<file path="src/isl_pkg.sv">
/*
 * Shared constants and state codes of the two-wire bus slave.
 * Assumes a single system clock; bus lines are open drain and idle high.
 */
package isl_pkg;

	// ==================================================
	// Controller states
	typedef enum logic [2:0] {
		st_idle = 3'h0,
		st_recv = 3'h1,
		st_hold = 3'h2,
		st_ack  = 3'h3,
		st_send = 3'h4,
		st_mack = 3'h5
	} isl_state_t;

	// ==================================================
	// Byte framing and addressing
	localparam logic [3:0] BYTE_BITS  = 4'h8;
	localparam logic [3:0] TX_LAST    = 4'h7;
	localparam logic [4:0] TEN_PREFIX = 5'h1e;
	localparam int         DATA_W     = 8;
	localparam int         FIFO_DEPTH = 4;

	// ==================================================
	// Values after reset
	localparam logic [7:0] OWN_ADDR_RST = 8'h00;
	localparam logic       LINE_IDLE    = 1'h1;
	localparam logic       CKP_RST      = 1'h1;

endpackage : isl_pkg

</file>
<file path="src/isl_slave.sv">
/*
 * Two-wire bus slave: address match, byte receive and transmit, stretching.
 * Assumes open-drain pins resolved outside; control bits are plain ports.
 */
module isl_slave (
	input  wire logic       clk_sys_in,
	input  wire logic       nrst_in,
	input  wire logic       scl_in,
	output logic            scl_out,
	output logic            scl_oe_out,
	input  wire logic       sda_in,
	output logic            sda_out,
	output logic            sda_oe_out,
	input  wire logic       ten_bit_mode_in,
	input  wire logic       stretch_enable_in,
	input  wire logic       address_hold_enable_in,
	input  wire logic       data_hold_enable_in,
	input  wire logic       buffer_overwrite_enable_in,
	input  wire logic       slave_collision_detect_enable_in,
	input  wire logic       start_event_enable_in,
	input  wire logic       stop_event_enable_in,
	input  wire logic       ack_value_select_in,
	input  wire logic       own_addr_wr_in,
	input  wire logic [7:0] own_addr_data_in,
	input  wire logic       clock_release_set_in,
	input  wire logic       event_flag_clr_in,
	input  wire logic       overflow_clr_in,
	input  wire logic       collision_clr_in,
	input  wire logic       tx_write_in,
	input  wire logic [7:0] tx_data_in,
	output logic            rx_valid_out,
	input  wire logic       rx_ready_in,
	output logic      [7:0] rx_data_out,
	output logic      [7:0] own_address_reg_out,
	output logic            serial_event_flag_out,
	output logic            update_address_flag_out,
	output logic            read_write_out,
	output logic            buffer_full_flag_out,
	output logic            receive_overflow_flag_out,
	output logic            clock_release_bit_out,
	output logic            ack_time_status_out,
	output logic            ack_received_status_out,
	output logic            start_seen_out,
	output logic            stop_seen_out,
	output logic            bus_collision_flag_out
);

	// ==================================================
	// Line synchronisation and edges
	logic [1:0] line_s;
	logic       scl_s;
	logic       sda_s;
	logic       scl_q;
	logic       sda_q;

	isl_sync #(.WIDTH(2)) u_sync (
		.clk_sys_in (clk_sys_in),
		.nrst_in    (nrst_in),
		.d_in       ({scl_in, sda_in}),
		.q_out      (line_s)
	);

	assign scl_s = line_s[1];
	assign sda_s = line_s[0];

	always_ff @(posedge clk_sys_in or negedge nrst_in) begin
		if (!nrst_in) begin
			scl_q <= isl_pkg::LINE_IDLE;
			sda_q <= isl_pkg::LINE_IDLE;
		end else begin
			scl_q <= scl_s;
			sda_q <= sda_s;
		end
	end

	logic scl_rise;
	logic scl_fall;
	logic start_det;
	logic stop_det;

	assign scl_rise  = scl_s & ~scl_q;
	assign scl_fall  = ~scl_s & scl_q;
	assign start_det = sda_q & ~sda_s & scl_s & scl_q;
	assign stop_det  = ~sda_q & sda_s & scl_s & scl_q;

	// ==================================================
	// Controller state
	isl_pkg::isl_state_t st;
	isl_pkg::isl_state_t next_st;
	logic [3:0] bit_cnt;
	logic [3:0] next_bit_cnt;
	logic [7:0] shreg;
	logic [7:0] next_shreg;
	logic [7:0] tx_shift_register;
	logic [7:0] next_tx_shift_register;
	logic [7:0] own_addr;
	logic [7:0] next_own_addr;
	logic       is_addr;
	logic       next_is_addr;
	logic       low_stage;
	logic       next_low_stage;
	logic       prior_match;
	logic       next_prior_match;
	logic       lo_miss;
	logic       next_lo_miss;
	logic       hold_used;
	logic       next_hold_used;
	logic       ack_drv;
	logic       next_ack_drv;
	logic       rw;
	logic       next_rw;
	logic       clock_release_bit;
	logic       next_ckp;
	logic       ua;
	logic       next_ua;
	logic       sef;
	logic       next_sef;
	logic       ov;
	logic       next_ov;
	logic       bcl;
	logic       next_bcl;
	logic       ack_time_status;
	logic       next_ack_time_status;
	logic       ack_received_status;
	logic       next_ack_received_status;
	logic       start_seen;
	logic       next_start_seen;
	logic       stop_seen;
	logic       next_stop_seen;
	logic       push;
	logic       next_push;
	logic [7:0] push_data;
	logic [7:0] next_push_data;

	// ==================================================
	// Byte decode
	logic fifo_ready;
	logic full;
	logic nack_cond;
	logic byte_done;
	logic lo_now;
	logic hi_ok;
	logic addr_match;
	logic hold_sel;

	assign full       = ~fifo_ready;
	assign nack_cond  = ov | (full & ~buffer_overwrite_enable_in);
	assign byte_done  = st == isl_pkg::st_recv && scl_fall && bit_cnt == isl_pkg::BYTE_BITS;
	assign lo_now     = ten_bit_mode_in & low_stage;
	assign hi_ok      = shreg[7:3] == isl_pkg::TEN_PREFIX && shreg[2:1] == own_addr[2:1]
		&& (~shreg[0] | prior_match);
	assign addr_match = lo_now ? shreg == own_addr :
		ten_bit_mode_in ? hi_ok : shreg[7:1] == own_addr[7:1];
	assign hold_sel   = is_addr ? address_hold_enable_in : data_hold_enable_in;

	always_comb begin
		next_st                = st;
		next_bit_cnt           = bit_cnt;
		next_shreg             = shreg;
		next_tx_shift_register = tx_write_in ? tx_data_in : tx_shift_register;
		next_own_addr          = own_addr_wr_in ? own_addr_data_in : own_addr;
		next_is_addr           = is_addr;
		next_low_stage         = low_stage;
		next_prior_match       = prior_match;
		next_lo_miss           = lo_miss;
		next_hold_used         = hold_used;
		next_ack_drv           = ack_drv;
		next_rw                = rw;
		next_ckp               = clock_release_bit | clock_release_set_in;
		next_ua                = ua & ~own_addr_wr_in;
		next_sef               = sef & ~event_flag_clr_in;
		next_ov                = ov & ~overflow_clr_in;
		next_bcl               = bcl & ~collision_clr_in;
		next_ack_time_status            = ack_time_status;
		next_ack_received_status           = ack_received_status;
		next_start_seen        = start_seen;
		next_stop_seen         = stop_seen;
		next_push              = 1'b0;
		next_push_data         = push_data;
		unique case (st)
			isl_pkg::st_idle: begin
			end
			isl_pkg::st_recv: begin
				if (scl_rise) begin
					next_shreg   = {shreg[6:0], sda_s};
					next_bit_cnt = bit_cnt + 4'h1;
				end
				if (byte_done) begin
					if (is_addr && ten_bit_mode_in && !low_stage && (!shreg[0] || !hi_ok)) begin
						next_prior_match = 1'b0;
					end
					if (is_addr && !addr_match) begin
						if (lo_now) begin
							next_st      = isl_pkg::st_ack;
							next_ack_drv = 1'b0;
							next_lo_miss = 1'b1;
						end else begin
							next_st = isl_pkg::st_idle;
						end
					end else begin
						if (is_addr) begin
							next_rw = lo_now ? 1'b0 : shreg[0];
						end
						if (full) begin
							next_ov = 1'b1;
						end else begin
							next_push      = 1'b1;
							next_push_data = shreg;
						end
						next_hold_used = hold_sel;
						if (hold_sel) begin
							next_sef    = 1'b1;
							next_ckp    = 1'b0;
							next_ack_time_status = 1'b1;
							next_st     = isl_pkg::st_hold;
						end else begin
							next_ack_drv = ~nack_cond;
							next_st      = isl_pkg::st_ack;
						end
					end
				end
			end
			isl_pkg::st_hold: begin
				if (clock_release_bit) begin
					next_ack_drv = ~ack_value_select_in;
					next_st      = isl_pkg::st_ack;
				end
			end
			isl_pkg::st_ack: begin
				if (scl_fall) begin
					next_ack_time_status  = 1'b0;
					next_bit_cnt = 4'h0;
					next_lo_miss = 1'b0;
					if (lo_miss) begin
						next_sef = 1'b1;
						next_ua  = 1'b1;
						next_st  = isl_pkg::st_idle;
					end else begin
						if (!hold_used || ack_drv) begin
							next_sef = 1'b1;
						end
						if (!ack_drv) begin
							next_st = isl_pkg::st_idle;
						end else if (is_addr && rw) begin
							next_ckp     = 1'b0;
							next_is_addr = 1'b0;
							next_st      = isl_pkg::st_send;
						end else begin
							next_st = isl_pkg::st_recv;
							if (is_addr && ten_bit_mode_in) begin
								next_ua        = 1'b1;
								next_low_stage = ~low_stage;
								next_is_addr   = ~low_stage;
								next_prior_match = prior_match | low_stage;
							end else begin
								next_is_addr = 1'b0;
							end
							if (stretch_enable_in) begin
								next_ckp = 1'b0;
							end
						end
					end
				end
			end
			isl_pkg::st_send: begin
				if (scl_rise && slave_collision_detect_enable_in
					&& tx_shift_register[7] && !sda_s) begin
					next_bcl = 1'b1;
					next_st  = isl_pkg::st_idle;
				end else if (scl_fall) begin
					next_tx_shift_register = {tx_shift_register[6:0], 1'b1};
					next_bit_cnt = bit_cnt + 4'h1;
					if (bit_cnt == isl_pkg::TX_LAST) begin
						next_st = isl_pkg::st_mack;
					end
				end
			end
			isl_pkg::st_mack: begin
				if (scl_rise) begin
					next_ack_received_status = sda_s;
				end
				if (scl_fall) begin
					next_sef     = 1'b1;
					next_bit_cnt = 4'h0;
					if (ack_received_status) begin
						next_st = isl_pkg::st_idle;
					end else begin
						next_ckp = 1'b0;
						next_st  = isl_pkg::st_send;
					end
				end
			end
			default: begin
				next_st = isl_pkg::st_idle;
			end
		endcase
		if (start_det) begin
			next_st         = isl_pkg::st_recv;
			next_bit_cnt    = 4'h0;
			next_is_addr    = 1'b1;
			next_low_stage  = 1'b0;
			next_lo_miss    = 1'b0;
			next_ack_time_status     = 1'b0;
			next_start_seen = 1'b1;
			next_stop_seen  = 1'b0;
			if (start_event_enable_in) begin
				next_sef = 1'b1;
			end
		end else if (stop_det) begin
			next_st          = isl_pkg::st_idle;
			next_stop_seen   = 1'b1;
			next_start_seen  = 1'b0;
			next_prior_match = 1'b0;
			next_ack_time_status      = 1'b0;
			if (stop_event_enable_in) begin
				next_sef = 1'b1;
			end
		end
	end

	always_ff @(posedge clk_sys_in or negedge nrst_in) begin
		if (!nrst_in) begin
			st                <= isl_pkg::st_idle;
			bit_cnt           <= 4'h0;
			shreg             <= 8'h00;
			tx_shift_register <= 8'hff;
			own_addr          <= isl_pkg::OWN_ADDR_RST;
			is_addr           <= 1'b0;
			low_stage         <= 1'b0;
			prior_match       <= 1'b0;
			lo_miss           <= 1'b0;
			hold_used         <= 1'b0;
			ack_drv           <= 1'b0;
			rw                <= 1'b0;
			clock_release_bit               <= isl_pkg::CKP_RST;
			ua                <= 1'b0;
			sef               <= 1'b0;
			ov                <= 1'b0;
			bcl               <= 1'b0;
			ack_time_status            <= 1'b0;
			ack_received_status           <= 1'b0;
			start_seen        <= 1'b0;
			stop_seen         <= 1'b0;
			push              <= 1'b0;
			push_data         <= 8'h00;
		end else begin
			st                <= next_st;
			bit_cnt           <= next_bit_cnt;
			shreg             <= next_shreg;
			tx_shift_register <= next_tx_shift_register;
			own_addr          <= next_own_addr;
			is_addr           <= next_is_addr;
			low_stage         <= next_low_stage;
			prior_match       <= next_prior_match;
			lo_miss           <= next_lo_miss;
			hold_used         <= next_hold_used;
			ack_drv           <= next_ack_drv;
			rw                <= next_rw;
			clock_release_bit               <= next_ckp;
			ua                <= next_ua;
			sef               <= next_sef;
			ov                <= next_ov;
			bcl               <= next_bcl;
			ack_time_status            <= next_ack_time_status;
			ack_received_status           <= next_ack_received_status;
			start_seen        <= next_start_seen;
			stop_seen         <= next_stop_seen;
			push              <= next_push;
			push_data         <= next_push_data;
		end
	end

	// ==================================================
	// Pin drivers
	logic scl_oe;
	logic next_scl_oe;
	logic sda_oe;
	logic next_sda_oe;

	always_comb begin
		// Keep the clock low until the chosen acknowledge stands on the data line
		next_scl_oe = (~clock_release_bit | ua | st == isl_pkg::st_hold
			| (st == isl_pkg::st_ack && hold_used && sda_oe != ack_drv))
			& (~scl_s | scl_oe);
		next_sda_oe = (st == isl_pkg::st_ack && ack_drv)
			|| (st == isl_pkg::st_send && !tx_shift_register[7]);
	end

	always_ff @(posedge clk_sys_in or negedge nrst_in) begin
		if (!nrst_in) begin
			scl_oe <= 1'b0;
			sda_oe <= 1'b0;
		end else begin
			scl_oe <= next_scl_oe;
			sda_oe <= next_sda_oe;
		end
	end

	// ==================================================
	// Receive buffer
	isl_fifo #(.WIDTH(isl_pkg::DATA_W), .DEPTH(isl_pkg::FIFO_DEPTH)) u_fifo (
		.clk_sys_in    (clk_sys_in),
		.nrst_in       (nrst_in),
		.in_valid_in   (push),
		.in_ready_out  (fifo_ready),
		.in_data_in    (push_data),
		.out_valid_out (rx_valid_out),
		.out_ready_in  (rx_ready_in),
		.out_data_out  (rx_data_out)
	);

	assign scl_out                   = 1'b0;
	assign sda_out                   = 1'b0;
	assign scl_oe_out                = scl_oe;
	assign sda_oe_out                = sda_oe;
	assign own_address_reg_out       = own_addr;
	assign serial_event_flag_out     = sef;
	assign update_address_flag_out   = ua;
	assign read_write_out            = rw;
	assign buffer_full_flag_out      = full;
	assign receive_overflow_flag_out = ov;
	assign clock_release_bit_out     = clock_release_bit;
	assign ack_time_status_out       = ack_time_status;
	assign ack_received_status_out   = ack_received_status;
	assign start_seen_out            = start_seen;
	assign stop_seen_out             = stop_seen;
	assign bus_collision_flag_out    = bcl;

	logic quiet;
	assign quiet = !start_det && !stop_det;
endmodule : isl_slave

</file>
<file path="src/isl_sync.sv">
/*
 * Two-flop synchroniser for a group of asynchronous levels.
 * Assumes the inputs idle high, as open-drain bus lines do.
 */
module isl_sync #(
	parameter int WIDTH = 2
) (
	input  wire logic             clk_sys_in,
	input  wire logic             nrst_in,
	input  wire logic [WIDTH-1:0] d_in,
	output logic      [WIDTH-1:0] q_out
);

	logic [WIDTH-1:0] meta;

	if (WIDTH < 1) begin : g_chk
		$error("isl_sync: WIDTH must be at least 1");
	end

	always_ff @(posedge clk_sys_in or negedge nrst_in) begin
		if (!nrst_in) begin
			meta  <= {WIDTH{isl_pkg::LINE_IDLE}};
			q_out <= {WIDTH{isl_pkg::LINE_IDLE}};
		end else begin
			meta  <= d_in;
			q_out <= meta;
		end
	end

endmodule : isl_sync

</file>
<file path="src/isl_fifo.sv">
/*
 * Small first-in first-out buffer with valid/ready on both sides.
 * Assumes DEPTH is a power of two of at least two.
 */
module isl_fifo #(
	parameter int WIDTH = 8,
	parameter int DEPTH = 4
) (
	input  wire logic             clk_sys_in,
	input  wire logic             nrst_in,
	input  wire logic             in_valid_in,
	output logic                  in_ready_out,
	input  wire logic [WIDTH-1:0] in_data_in,
	output logic                  out_valid_out,
	input  wire logic             out_ready_in,
	output logic      [WIDTH-1:0] out_data_out
);

	localparam int AW = $clog2(DEPTH);

	logic [WIDTH-1:0] mem [DEPTH];
	logic [AW-1:0]    wr_ptr;
	logic [AW-1:0]    rd_ptr;
	logic [AW:0]      count;
	logic [AW-1:0]    next_wr_ptr;
	logic [AW-1:0]    next_rd_ptr;
	logic [AW:0]      next_count;
	logic             do_push;
	logic             do_pop;

	if (DEPTH < 2 || (1 << AW) != DEPTH || WIDTH < 1) begin : g_chk
		$error("isl_fifo: DEPTH must be a power of two >= 2");
	end

	assign in_ready_out  = count != (AW + 1)'(DEPTH);
	assign out_valid_out = count != '0;
	assign out_data_out  = mem[rd_ptr];
	assign do_push       = in_valid_in & in_ready_out;
	assign do_pop        = out_valid_out & out_ready_in;

	always_comb begin
		next_wr_ptr = wr_ptr + AW'(do_push);
		next_rd_ptr = rd_ptr + AW'(do_pop);
		next_count  = count + (AW + 1)'(do_push) - (AW + 1)'(do_pop);
	end

	always_ff @(posedge clk_sys_in or negedge nrst_in) begin
		if (!nrst_in) begin
			wr_ptr <= '0;
			rd_ptr <= '0;
			count  <= '0;
		end else begin
			wr_ptr <= next_wr_ptr;
			rd_ptr <= next_rd_ptr;
			count  <= next_count;
		end
	end

	always_ff @(posedge clk_sys_in) begin
		if (do_push) begin
			mem[wr_ptr] <= in_data_in;
		end
	end

endmodule : isl_fifo

</file>
<file path="config.mk">
export PLATFORM = sky130hd
export DESIGN_NAME = isl_slave
export DESIGN_NICKNAME = d
export VERILOG_FILES = /design/src/isl_pkg.sv /design/src/isl_slave.sv /design/src/isl_sync.sv /design/src/isl_fifo.sv
export SDC_FILE = /design/constraint.sdc
export NUM_CORES = 1
export LEC_CHECK = 0
export ABC_AREA = 1
export BUFFER_PORTS_ARGS = -buffer_cell sky130_fd_sc_hd__buf_2
export CAP_MARGIN = 20
export CORE_UTILIZATION = 52
export DETAILED_ROUTE_END_ITERATION = 10
export PLACE_DENSITY = 0.79
export SETUP_SLACK_MARGIN = 0.3
export SLEW_MARGIN = 20
export SYNTH_ARGS = -nofsm -noshare
export SYNTH_HDL_FRONTEND = slang
export SYNTH_HIERARCHICAL = 1
export SYNTH_SLANG_ARGS = --single-unit
</file>
<file path="constraint.sdc">
create_clock -name clk_sys_in -period 1.5 [get_ports clk_sys_in]
set_input_delay 0.15 -clock clk_sys_in [delete_from_list [all_inputs] [get_ports clk_sys_in]]
set_output_delay 0.15 -clock clk_sys_in [all_outputs]
set_load 0.01 [all_outputs]
</file>
==> metrics.cfg, run 1 <==
[status]
outcome = complete, but fails checks
violations = negative setup slack

[cells_and_area]
nets = 805
antennaDiodeCount = 0
fin_area_um2 = 7970
fillCellCount = 384
area_growth_pct = 61.3
drive_gt1_share_pct = 52.0

[critical_path]
cp.depth = 9
cp-endpoint = st[0]
cpMaxStageDelayCell = dfstp_2
rr_startpoint = u_sync/q_out[1]
r2r_slack_ns = -0.61
cpPeakStageDelay_ns = 0.58
crit_type = flip-flop to flip-flop
path_cells = inv_2 > nor2_4 > nand4_1 > nand2_2 > inv_1 > o211ai_1 > nand2_2 > nor2_1 > a21oi_1
critPathRequiredTime_ns = 1.77
worst_r2r_endpoint = st[0]
worstPathMaxFanout = 4
start_kind = flip-flop
cp_data_arrival_time_ns = 2.38
end_kind = flip-flop
crit_start = u_sync/q_out[1]
worstRegToRegCells = 9
cpMostUsedCell = nand2_2
cpLargestDelayFamily = simple AND/OR/NAND/NOR gates
cp_num_buf_inv = 2

[drt]
viasPerCell = 5.80
drtIter0Drc = 579
drt_pre_antenna_iters = 7
postRouteAntennaNets = 0
drt_drc_violations_left = 0
wl_um = 18000
post_drt_wl_per_cell_um = 20.1
via_count = 5204

[pwr]
vdd_drop_max_mv = 0.824
clockPowerShare_pct = 16.1
p_sw_share_pct = 41.9
pwr-share-comb_pct = 51.1
power_leakage_nw = 3.54
seqPwrFrac_pct = 32.8
internal_power_w = 0.00680
powerDensity_nw_per_um2 = 1470
switchingPower_w = 0.00491

[placed_design]
port_buffers = 65
dp_hpwl_um = 8540
place_area_um2 = 6050
place.gp.congestion = 0.958

[logic_synthesis]
yosysTopAreaCell = dfrtp_1
yosysTopAreaCellShare_pct = 28.4
yosys_warnings = 6
ys_ff_latch = 103
synth.distinct_cells = 55
synth_flop_cell = dfrtp_1
synth_area_um2 = 4940
syn_area_per_cell_um2 = 9.34
ys_top_cells_by_area = dfrtp_1 (28%), edfxtp_1 (19%), nand2_1 (8.4%)
synthArstFlopShare_pct = 68.9
seq_area_frac_synth_pct = 55.8
synthCells = 529
synth_edf_count = 32

[sta]
final-setup-viol-count = 43
whs_ns = 0.0295
final_max_slew_viol_count = 0
period_needed_ns = 2.11
grt_setup_unrepaired = yes
finalHoldViolCount = 0
fin_crit_sh_pct = 141
fin_skew_ns = 0.0122
fmax_ghz = 0.474
setup_ws_ns = -0.610

[flow_run]
max_cap_violations = 0

[floorplan]
start_util_pct = 53.5
rows = 35
ioPinCount = 68
core-area_um2 = 9240
die-area_um2 = 9900
die_w_um = 99.5
die_y_um = 99.5

[cts]
clock-root-buffer = clkbuf_8
htreeDepth = 3
cts_buffers = 9
clk_latency_ns = 0.39
cts_tree = built
cts.path.max_buffers = 2
clkSinkCount = 103
cts.clk_slew.worst_paths_ns = 0.12

[global_routing]
grt-ovfl-total = 0
grt_pass1_wl_um = 22100
grt_max_degree = 72
grt_pass1_vias = 4725
antenna_found_initial = 0
grt_use_total_pct = 29.3

[hold_path]
min_path_type = input pin to flip-flop

what timing repair did:
action,4_1_cts,5_1_grt
hold buffers,20,2
gates cloned,3,2
setup buffers,31,25
endpoints found under the hold margin,75,1
endpoints found under the setup margin,102,104
gates resized for setup,137,121
pin swaps,31,44
tightest hold or removal path: stages:
cell     delay (ns)
buf_2          0.09
nand2_1        0.10
a31oi_4        0.09
logic make-up (layout without fill, tap and decap cells):
logic type | Yosys count | count (layout) | share of synthesized area [%]
AND/OR/NAND/NOR | 226 | 230 | 20.3
adder cells (fa/ha/maj) | 5 | 5 | 1.42
other | 1 | 2 | 0.0759
buffers and inverters | 78 | 313 | 7.44
XOR/XNOR | 9 | 9 | 1.60
AO/OA/AOI/OAI | 103 | 103 | 12.5
multiplexers | 4 | 4 | 0.912
flip-flops | 103 | 103 | 55.8
how the worst min path moves through the flow:
| stage | endpoint | slack, ns | cells past startpoint | from |
|---|---|---|---|---|
| after floorplan | ack_drv | -0.15 | 0 | nrst_in |
| after global placement | u_fifo/rd_ptr[1] | 0.21 | 2 | nrst_in |
| after detailed placement | u_fifo/rd_ptr[0] | 0.21 | 2 | nrst_in |
| after CTS | tx_shift_register[4] | 0.001 | 3 | tx_data_in[4] |
| after global routing | tx_shift_register[2] | 0.05 | 3 | tx_data_in[2] |
| final | tx_shift_register[2] | 0.03 | 3 | tx_data_in[2] |
metal layers:
metal / wire length, um / vias to the layer above / track usage [%] / part of all wire, %
li1: - / 2246 / - / -
met4: 1030 / 0 / 12.0 / 5.7
met5: 0 / - / 0 / 0
met3: 1320 / 113 / 5.76 / 7.3
met2: 9210 / 314 / 52.1 / 51
met1: 6450 / 2531 / 35.0 / 36
stage by stage:
step / total power, W / setup slack, ns / cells / TNS (ns) / utilization [%]
global route: 0.0122 / -0.592 / 898 / -14.04 / 86.2
floorplan: 0.00590 / -0.163 / 530 / -4.95 / -
finish: 0.0117 / -0.610 / 898 / -11.40 / 86.2
global placement: 0.00718 / -0.175 / 799 / -2.34 / 65.4
CTS: 0.0102 / -0.240 / 869 / -4.74 / 78.4
detailed placement: 0.00736 / -0.280 / 799 / -4.22 / 65.4
layout make-up:
type	count	area [um2]	area share (%)
Multi-Input combinational cell	353	2570	32.3
Tap cell	129	161	2.03
Timing Repair Buffer	233	1980	24.8
Clock buffer	9	124	1.55
Sequential cell	103	2760	34.7
Inverter	64	278	3.49
Clock inverter	7	88.8	1.11
layout by cell type (no fill, tap or decap), types with 22 or more instances in the layout:
master	instances
buf_4	86
nand2_1	85
buf_6	58
buf_2	58
dfrtp_1	52
inv_1	43
nor2_1	33
edfxtp_1	32
o21ai_1	28
dlygate4sd3_1	22
power groups by stage:
stage,Sequential [W],Clock [W],Combinational [W]
6_report,0.00384,0.00188,0.00599
5_1_grt,0.00388,0.00199,0.00628
4_1_cts,0.00373,0.00186,0.00464
3_5_place_dp,0.00373,0,0.00363
3_3_place_gp,0.00371,0,0.00347
2_1_floorplan,0.00373,0,0.00217
synthesized netlist by cell type (3+ instances only):
master,number
o21ai_1,18
mux2_2,4
dfrtp_1,56
nand4_1,7
xor2_1,5
a31oi_1,10
nor3_1,10
edfxtp_1,32
nor2_1,61
a21oi_1,9
ha_1,4
xnor2_1,4
nand2_1,110
inv_1,55
buf_6,5
o21ai_0,42
inv_2,7
nand3_1,19
dfstp_2,15
clkbuf_1,4
o22ai_1,3
nand2_2,4
nand2_4,5
sequential cells by signal, indices dropped and copies added, names as in the netlist, 2 cells and up:
| signal | flops |
|---|---|
| u_fifo/rd_ptr | 2 |
| u_sync/q_out | 2 |
| st | 3 |
| u_fifo/wr_ptr | 2 |
| push_data | 8 |
| u_sync/meta | 2 |
| u_fifo/count | 3 |
| tx_shift_register | 8 |
| u_fifo/mem | 32 |
| bit_cnt | 4 |
| shreg | 8 |
| own_address_reg_out | 8 |
(Power assumes the default switching activity.)
==> inputs of run 2 (changes only) <==
--- a/config.mk
+++ b/config.mk
@@ -8,9 +8,9 @@
 export ABC_AREA = 1
 export BUFFER_PORTS_ARGS = -buffer_cell sky130_fd_sc_hd__buf_2
 export CAP_MARGIN = 20
-export CORE_UTILIZATION = 52
+export CORE_UTILIZATION = 25
 export DETAILED_ROUTE_END_ITERATION = 10
-export PLACE_DENSITY = 0.79
+export PLACE_DENSITY = 0.46
 export SETUP_SLACK_MARGIN = 0.3
 export SLEW_MARGIN = 20
 export SYNTH_ARGS = -nofsm -noshare
==> run 2 against run 1 <==
  * The run still ends with negative setup slack left
  * Sequential power is 2% lower
  * Sequential cell count unchanged
  * Worst setup slack gained 0.31 ns
  * Wire length is 20% lower
==> metrics.cfg, run 2 (synthesis results as in run 1) <==
[critical_path]
cp_data_arrival_time_ns = 2.06
start_kind = flip-flop
cpPeakStageDelay_ns = 0.56
crit_type = flip-flop to flip-flop
worstPathMaxFanout = 6
critPathRequiredTime_ns = 1.77
cpMaxStageDelayCell = dfstp_2
end_kind = flip-flop
cpMostUsedCell = buf_4
path_cells = inv_4 > buf_4 > nor2_4 > nor2_1 > buf_4 > a31oi_4 > nand4_1 > a22oi_1

[drt]
postRouteAntennaNets = 0
drt_pre_antenna_iters = 4
post_drt_wl_per_cell_um = 14.1
via_count = 4535
viasPerCell = 4.45
drtIter0Drc = 129
drt_drc_violations_left = 0
wl_um = 14400

[flow_run]
max_cap_violations = 0

[sta]
final_max_slew_viol_count = 0
fin_skew_ns = 0.00909
final-setup-viol-count = 43
setup_ws_ns = -0.296
finalHoldViolCount = 0
grt_setup_unrepaired = yes
fin_crit_sh_pct = 120
period_needed_ns = 1.80
fmax_ghz = 0.557
whs_ns = 0.0184

[floorplan]
core-area_um2 = 19400
rows = 51
ioPinCount = 68
start_util_pct = 25.5
die_y_um = 143
die_w_um = 143
die-area_um2 = 20300

[global_routing]
grt-ovfl-total = 0
grt_max_degree = 72
antenna_found_initial = 1
grt_pass1_wl_um = 22600
grt_use_total_pct = 14.6
grt_pass1_vias = 4598

[cts]
clk_latency_ns = 0.36
cts.path.max_buffers = 2
cts_buffers = 9
htreeDepth = 3
cts_tree = built
clock-root-buffer = clkbuf_16
cts.clk_slew.worst_paths_ns = 0.08
clkSinkCount = 103

[cells_and_area]
area_growth_pct = 65.2
final_common_cell = nand2_1
drive_gt1_share_pct = 54.9
antennaDiodeCount = 0
layout.cells.non_filler = 1019
fillCellCount = 1895
nets = 790
largest-register = u_fifo/mem
largest_reg_flops = 32
mostFrequentLayoutCells = nand2_1 (87), buf_4 (85), buf_6 (58), buf_2 (54), dfrtp_1 (51)

[placed_design]
dp_worst_setup_slack_ns = -0.315
dp_hpwl_um = 9540
place.gp.congestion = 0.899
port_buffers = 65
placedCellCount = 941

[pwr]
powerDensity_nw_per_um2 = 1420
vdd_drop_max_mv = 0.658
power_leakage_nw = 3.52

[hold_path]
min_path_type = input pin to flip-flop

[status]
violations = negative setup slack
outcome = complete, but fails checks

run 2: layout make-up:
| type | instances | area [um2] | share of cell area, % |
|---|---|---|---|
| Clock buffer | 9 | 225 | 2.76 |
| Clock inverter | 7 | 78.8 | 0.966 |
| Inverter | 64 | 285 | 3.49 |
| Multi-Input combinational cell | 352 | 2600 | 31.8 |
| Sequential cell | 103 | 2760 | 33.8 |
| Tap cell | 265 | 332 | 4.06 |
| Timing Repair Buffer | 219 | 1880 | 23.0 |
run 2: report_power, final:
group / switching, W / internal [W]
Sequential: 0.000443 / 0.00332
Combinational: 0.00276 / 0.00265
Clock: 0.00122 / 0.00121
run 2: what timing repair did:
| action | 4_1_cts | 5_1_grt |
|---|---|---|
| endpoints found under the setup margin | 105 | 106 |
| hold buffers | 12 | 0 |
| resized for setup | 165 | 113 |
| pin swaps | 42 | 29 |
| gates cloned | 4 | 1 |
| hold endpoints to repair | 67 | 0 |
| setup buffers | 19 | 26 |
run 2: metal layers:
| metal | up-vias | track usage [%] | share of wire [%] |
|---|---|---|---|
| met5 | - | 0 | 0.083 |
| met4 | 2 | 4.47 | 2.2 |
| li1 | 2215 | - | - |
| met2 | 86 | 26.8 | 52 |
| met3 | 26 | 3.77 | 3.8 |
| met1 | 2206 | 16.6 | 41 |
run 2: metrics by stage:
stage	power [W]	area (um2)	util, %	TNS [ns]
6_report	0.0116	8160	42.1	-6.11
4_1_cts	0.0109	7540	38.9	-5.69
3_3_place_gp	0.00735	6270	32.3	-3.31
3_5_place_dp	0.00745	6270	32.3	-4.83
5_1_grt	0.0124	8160	42.1	-10.04
2_1_floorplan	0.00590	5000	-	-4.95
run 2: path summary, 6_finish.rpt:
check | start | endpoint | slack, ns | depth (start not counted)
worst min-delay path | own_addr_data_in[0] | own_address_reg_out[0] | 0.02 | 2
worst max-delay path | scl_q | bit_cnt[3] | -0.30 | 8
worst min register to register | u_sync/meta[1] | u_sync/q_out[1] | 0.36 | 0
worst max register to register | scl_q | bit_cnt[3] | -0.30 | 8
min in group asynchronous | nrst_in | stop_seen_out | 0.33 | 3
max in group asynchronous | nrst_in | u_fifo/rd_ptr[0] | 0.80 | 3
run 2: critical path: cells and delay by family (launching register included):
kind                   cells  cell delay [ns]
AOI/OAI and AO/OA          2             0.42
buffers and inverters      3             0.33
DFF                        1             0.56
and+or+nand+nor            3             0.40
==> inputs of run 3 (changes only) <==
--- a/config.mk
+++ b/config.mk
@@ -8,12 +8,13 @@
 export ABC_AREA = 1
 export BUFFER_PORTS_ARGS = -buffer_cell sky130_fd_sc_hd__buf_2
 export CAP_MARGIN = 20
-export CORE_UTILIZATION = 25
+export CORE_UTILIZATION = 52
 export DETAILED_ROUTE_END_ITERATION = 10
-export PLACE_DENSITY = 0.46
+export PLACE_DENSITY = 0.79
 export SETUP_SLACK_MARGIN = 0.3
 export SLEW_MARGIN = 20
 export SYNTH_ARGS = -nofsm -noshare
 export SYNTH_HDL_FRONTEND = slang
 export SYNTH_HIERARCHICAL = 1
 export SYNTH_SLANG_ARGS = --single-unit
+export TNS_END_PERCENT = 30
==> run 3 against run 2 <==
  * The flow still finishes with violations (negative setup slack)
  * Register-to-register slack worse by 0.16 ns
  * Utilization is 42 points higher
  * Maximum frequency is 8.2% lower
  * Clock skew is 0.0019 ns higher
  * Sequential power hardly changed
  * Largest power group unchanged
  * Highest routed layer is now met4
==> metrics.cfg, run 3 (synthesis results as in run 1) <==
[cts]
cts.path.max_buffers = 2
clkSinkCount = 103
cts.clk_slew.worst_paths_ns = 0.12
clk_latency_ns = 0.38
clock-root-buffer = clkbuf_8
cts_buffers = 9
cts_tree = built
htreeDepth = 3

[sta]
grt_setup_unrepaired = yes
setup_ws_ns = -0.456
fin_crit_sh_pct = 130
fmax_ghz = 0.511
period_needed_ns = 1.96
fin_skew_ns = 0.0110
finalHoldViolCount = 0
final_max_slew_viol_count = 0
whs_ns = 0.0265
finalSetupTns_ns = -9.89
final-setup-viol-count = 43

[placed_design]
place.gp.congestion = 0.900
dp_hpwl_um = 8380
placedCellCount = 802
dp_worst_setup_slack_ns = -0.439
port_buffers = 65

[pwr]
vdd_drop_max_mv = 0.832
power_leakage_nw = 3.52
powerDensity_nw_per_um2 = 1470

[cells_and_area]
mostFrequentLayoutCells = buf_4 (102), nand2_1 (89), buf_2 (57), dfrtp_1 (54), buf_6 (45)
antennaDiodeCount = 0
largest_reg_flops = 32
final_common_cell = buf_4
layout.cells.non_filler = 898
area_growth_pct = 56.8
nets = 805
drive_gt1_share_pct = 49.3
largest-register = u_fifo/mem

[critical_path]
cpPeakStageDelay_ns = 0.57
r2r_slack_ns = -0.46
crit_start = u_sync/q_out[1]
critPathRequiredTime_ns = 1.80
cp.depth = 9
cp_data_arrival_time_ns = 2.25
path_cells = buf_4 > nand3_4 > nor2_4 > nor2_2 > o21ai_1 > nand2_2 > a31oi_4 > nand4_1 > a22oi_2
start_kind = flip-flop
worstPathMaxFanout = 6
cpMaxStageDelayCell = dfstp_2
rr_startpoint = u_sync/q_out[1]
crit_type = flip-flop to flip-flop
cpLargestDelayFamily = simple AND/OR/NAND/NOR gates
worst_r2r_endpoint = bit_cnt[3]
end_kind = flip-flop
cp_num_buf_inv = 1
worstRegToRegCells = 9
cp-endpoint = bit_cnt[3]

[drt]
post_drt_wl_per_cell_um = 17.5
drt_pre_antenna_iters = 6
drtIter0Drc = 389
via_count = 4924
wl_um = 15700
postRouteAntennaNets = 0
viasPerCell = 5.48
drt_drc_violations_left = 0

[flow_run]
max_cap_violations = 0

[global_routing]
grt_pass1_vias = 4805
antenna_found_initial = 0
grt_max_degree = 72
grt_pass1_wl_um = 23000
grt_use_total_pct = 30.1
grt-ovfl-total = 0

[floorplan]
die-area_um2 = 9900
start_util_pct = 53.5
ioPinCount = 68
rows = 35
core-area_um2 = 9240
die_w_um = 99.5
die_y_um = 99.5

[status]
outcome = complete, but fails checks
violations = negative setup slack

[hold_path]
min_path_type = input pin to flip-flop

## run 3: cell types whose count changed in the layout (fill, tap and decap cells not counted), sizes merged
cell and delta:
dlygate4sd3 +9, buf +7, nand2 -1
## run 3: cell type report
cell class,instances,area (um2)
clock buffer,9,124
clock inverter,7,93.8
fill,443,1490
inverter,64,256
multi-input combinational,351,2400
sequential,103,2760
tap,129,161
timing repair buffer,235,1960
## run 3: power by group
| part | switching (W) | internal, W |
|---|---|---|
| logic | 0.00297 | 0.00281 |
| clock network | 0.00118 | 0.000709 |
| registers | 0.000435 | 0.00331 |
| total | 0.00459 | 0.00683 |
## run 3: routing by layer
| metal | routed length, um | vias to the layer above | track usage [%] | part of all wire, % |
|---|---|---|---|---|
| met5 | 0 | - | 0 | 0 |
| met4 | 614 | 0 | 9.84 | 3.9 |
| met3 | 800 | 67 | 5.13 | 5.1 |
| met2 | 8300 | 231 | 55.1 | 53 |
| met1 | 5980 | 2383 | 36.2 | 38 |
| li1 | - | 2243 | - | - |
## run 3: worst min path at each step
stage                         start                     end  slack (ns)  depth (start not counted)
4_1_cts         own_addr_data_in[4]  own_address_reg_out[4]      0.0008                          2
3_3_place_gp                nrst_in        u_fifo/rd_ptr[1]        0.21                          2
3_5_place_dp                nrst_in        u_fifo/rd_ptr[0]        0.22                          2
2_1_floorplan               nrst_in                 ack_drv       -0.15                          0
5_1_grt        clock_release_set_in   clock_release_bit_out        0.04                          3
6_report       clock_release_set_in   clock_release_bit_out        0.03                          3
## run 3: worst register-to-register path: cells and delay by family (launching register included)
family	cells	cell delay (ns)
AOI/OAI and AO/OA	3	0.52
buffers and inverters	1	0.12
and+or+nand+nor	5	0.67
DFF	1	0.57
## run 3: through the flow
step | utilization, % | instance area (um2) | total power [W]
6_report | 83.9 | 7750 | 0.0114
2_1_floorplan | - | 4960 | 0.00584
3_5_place_dp | 65.4 | 6040 | 0.00722
3_3_place_gp | 65.4 | 6040 | 0.00707
4_1_cts | 78.7 | 7270 | 0.0103
5_1_grt | 83.9 | 7750 | 0.0120
## run 3: repair_timing
item	CTS	global route
resized for setup	131	90
endpoints found under the setup margin	103	104
endpoints found under the hold margin	75	1
hold buffers	20	1
cloned	3	0
pin swaps	28	51
setup buffers	37	19
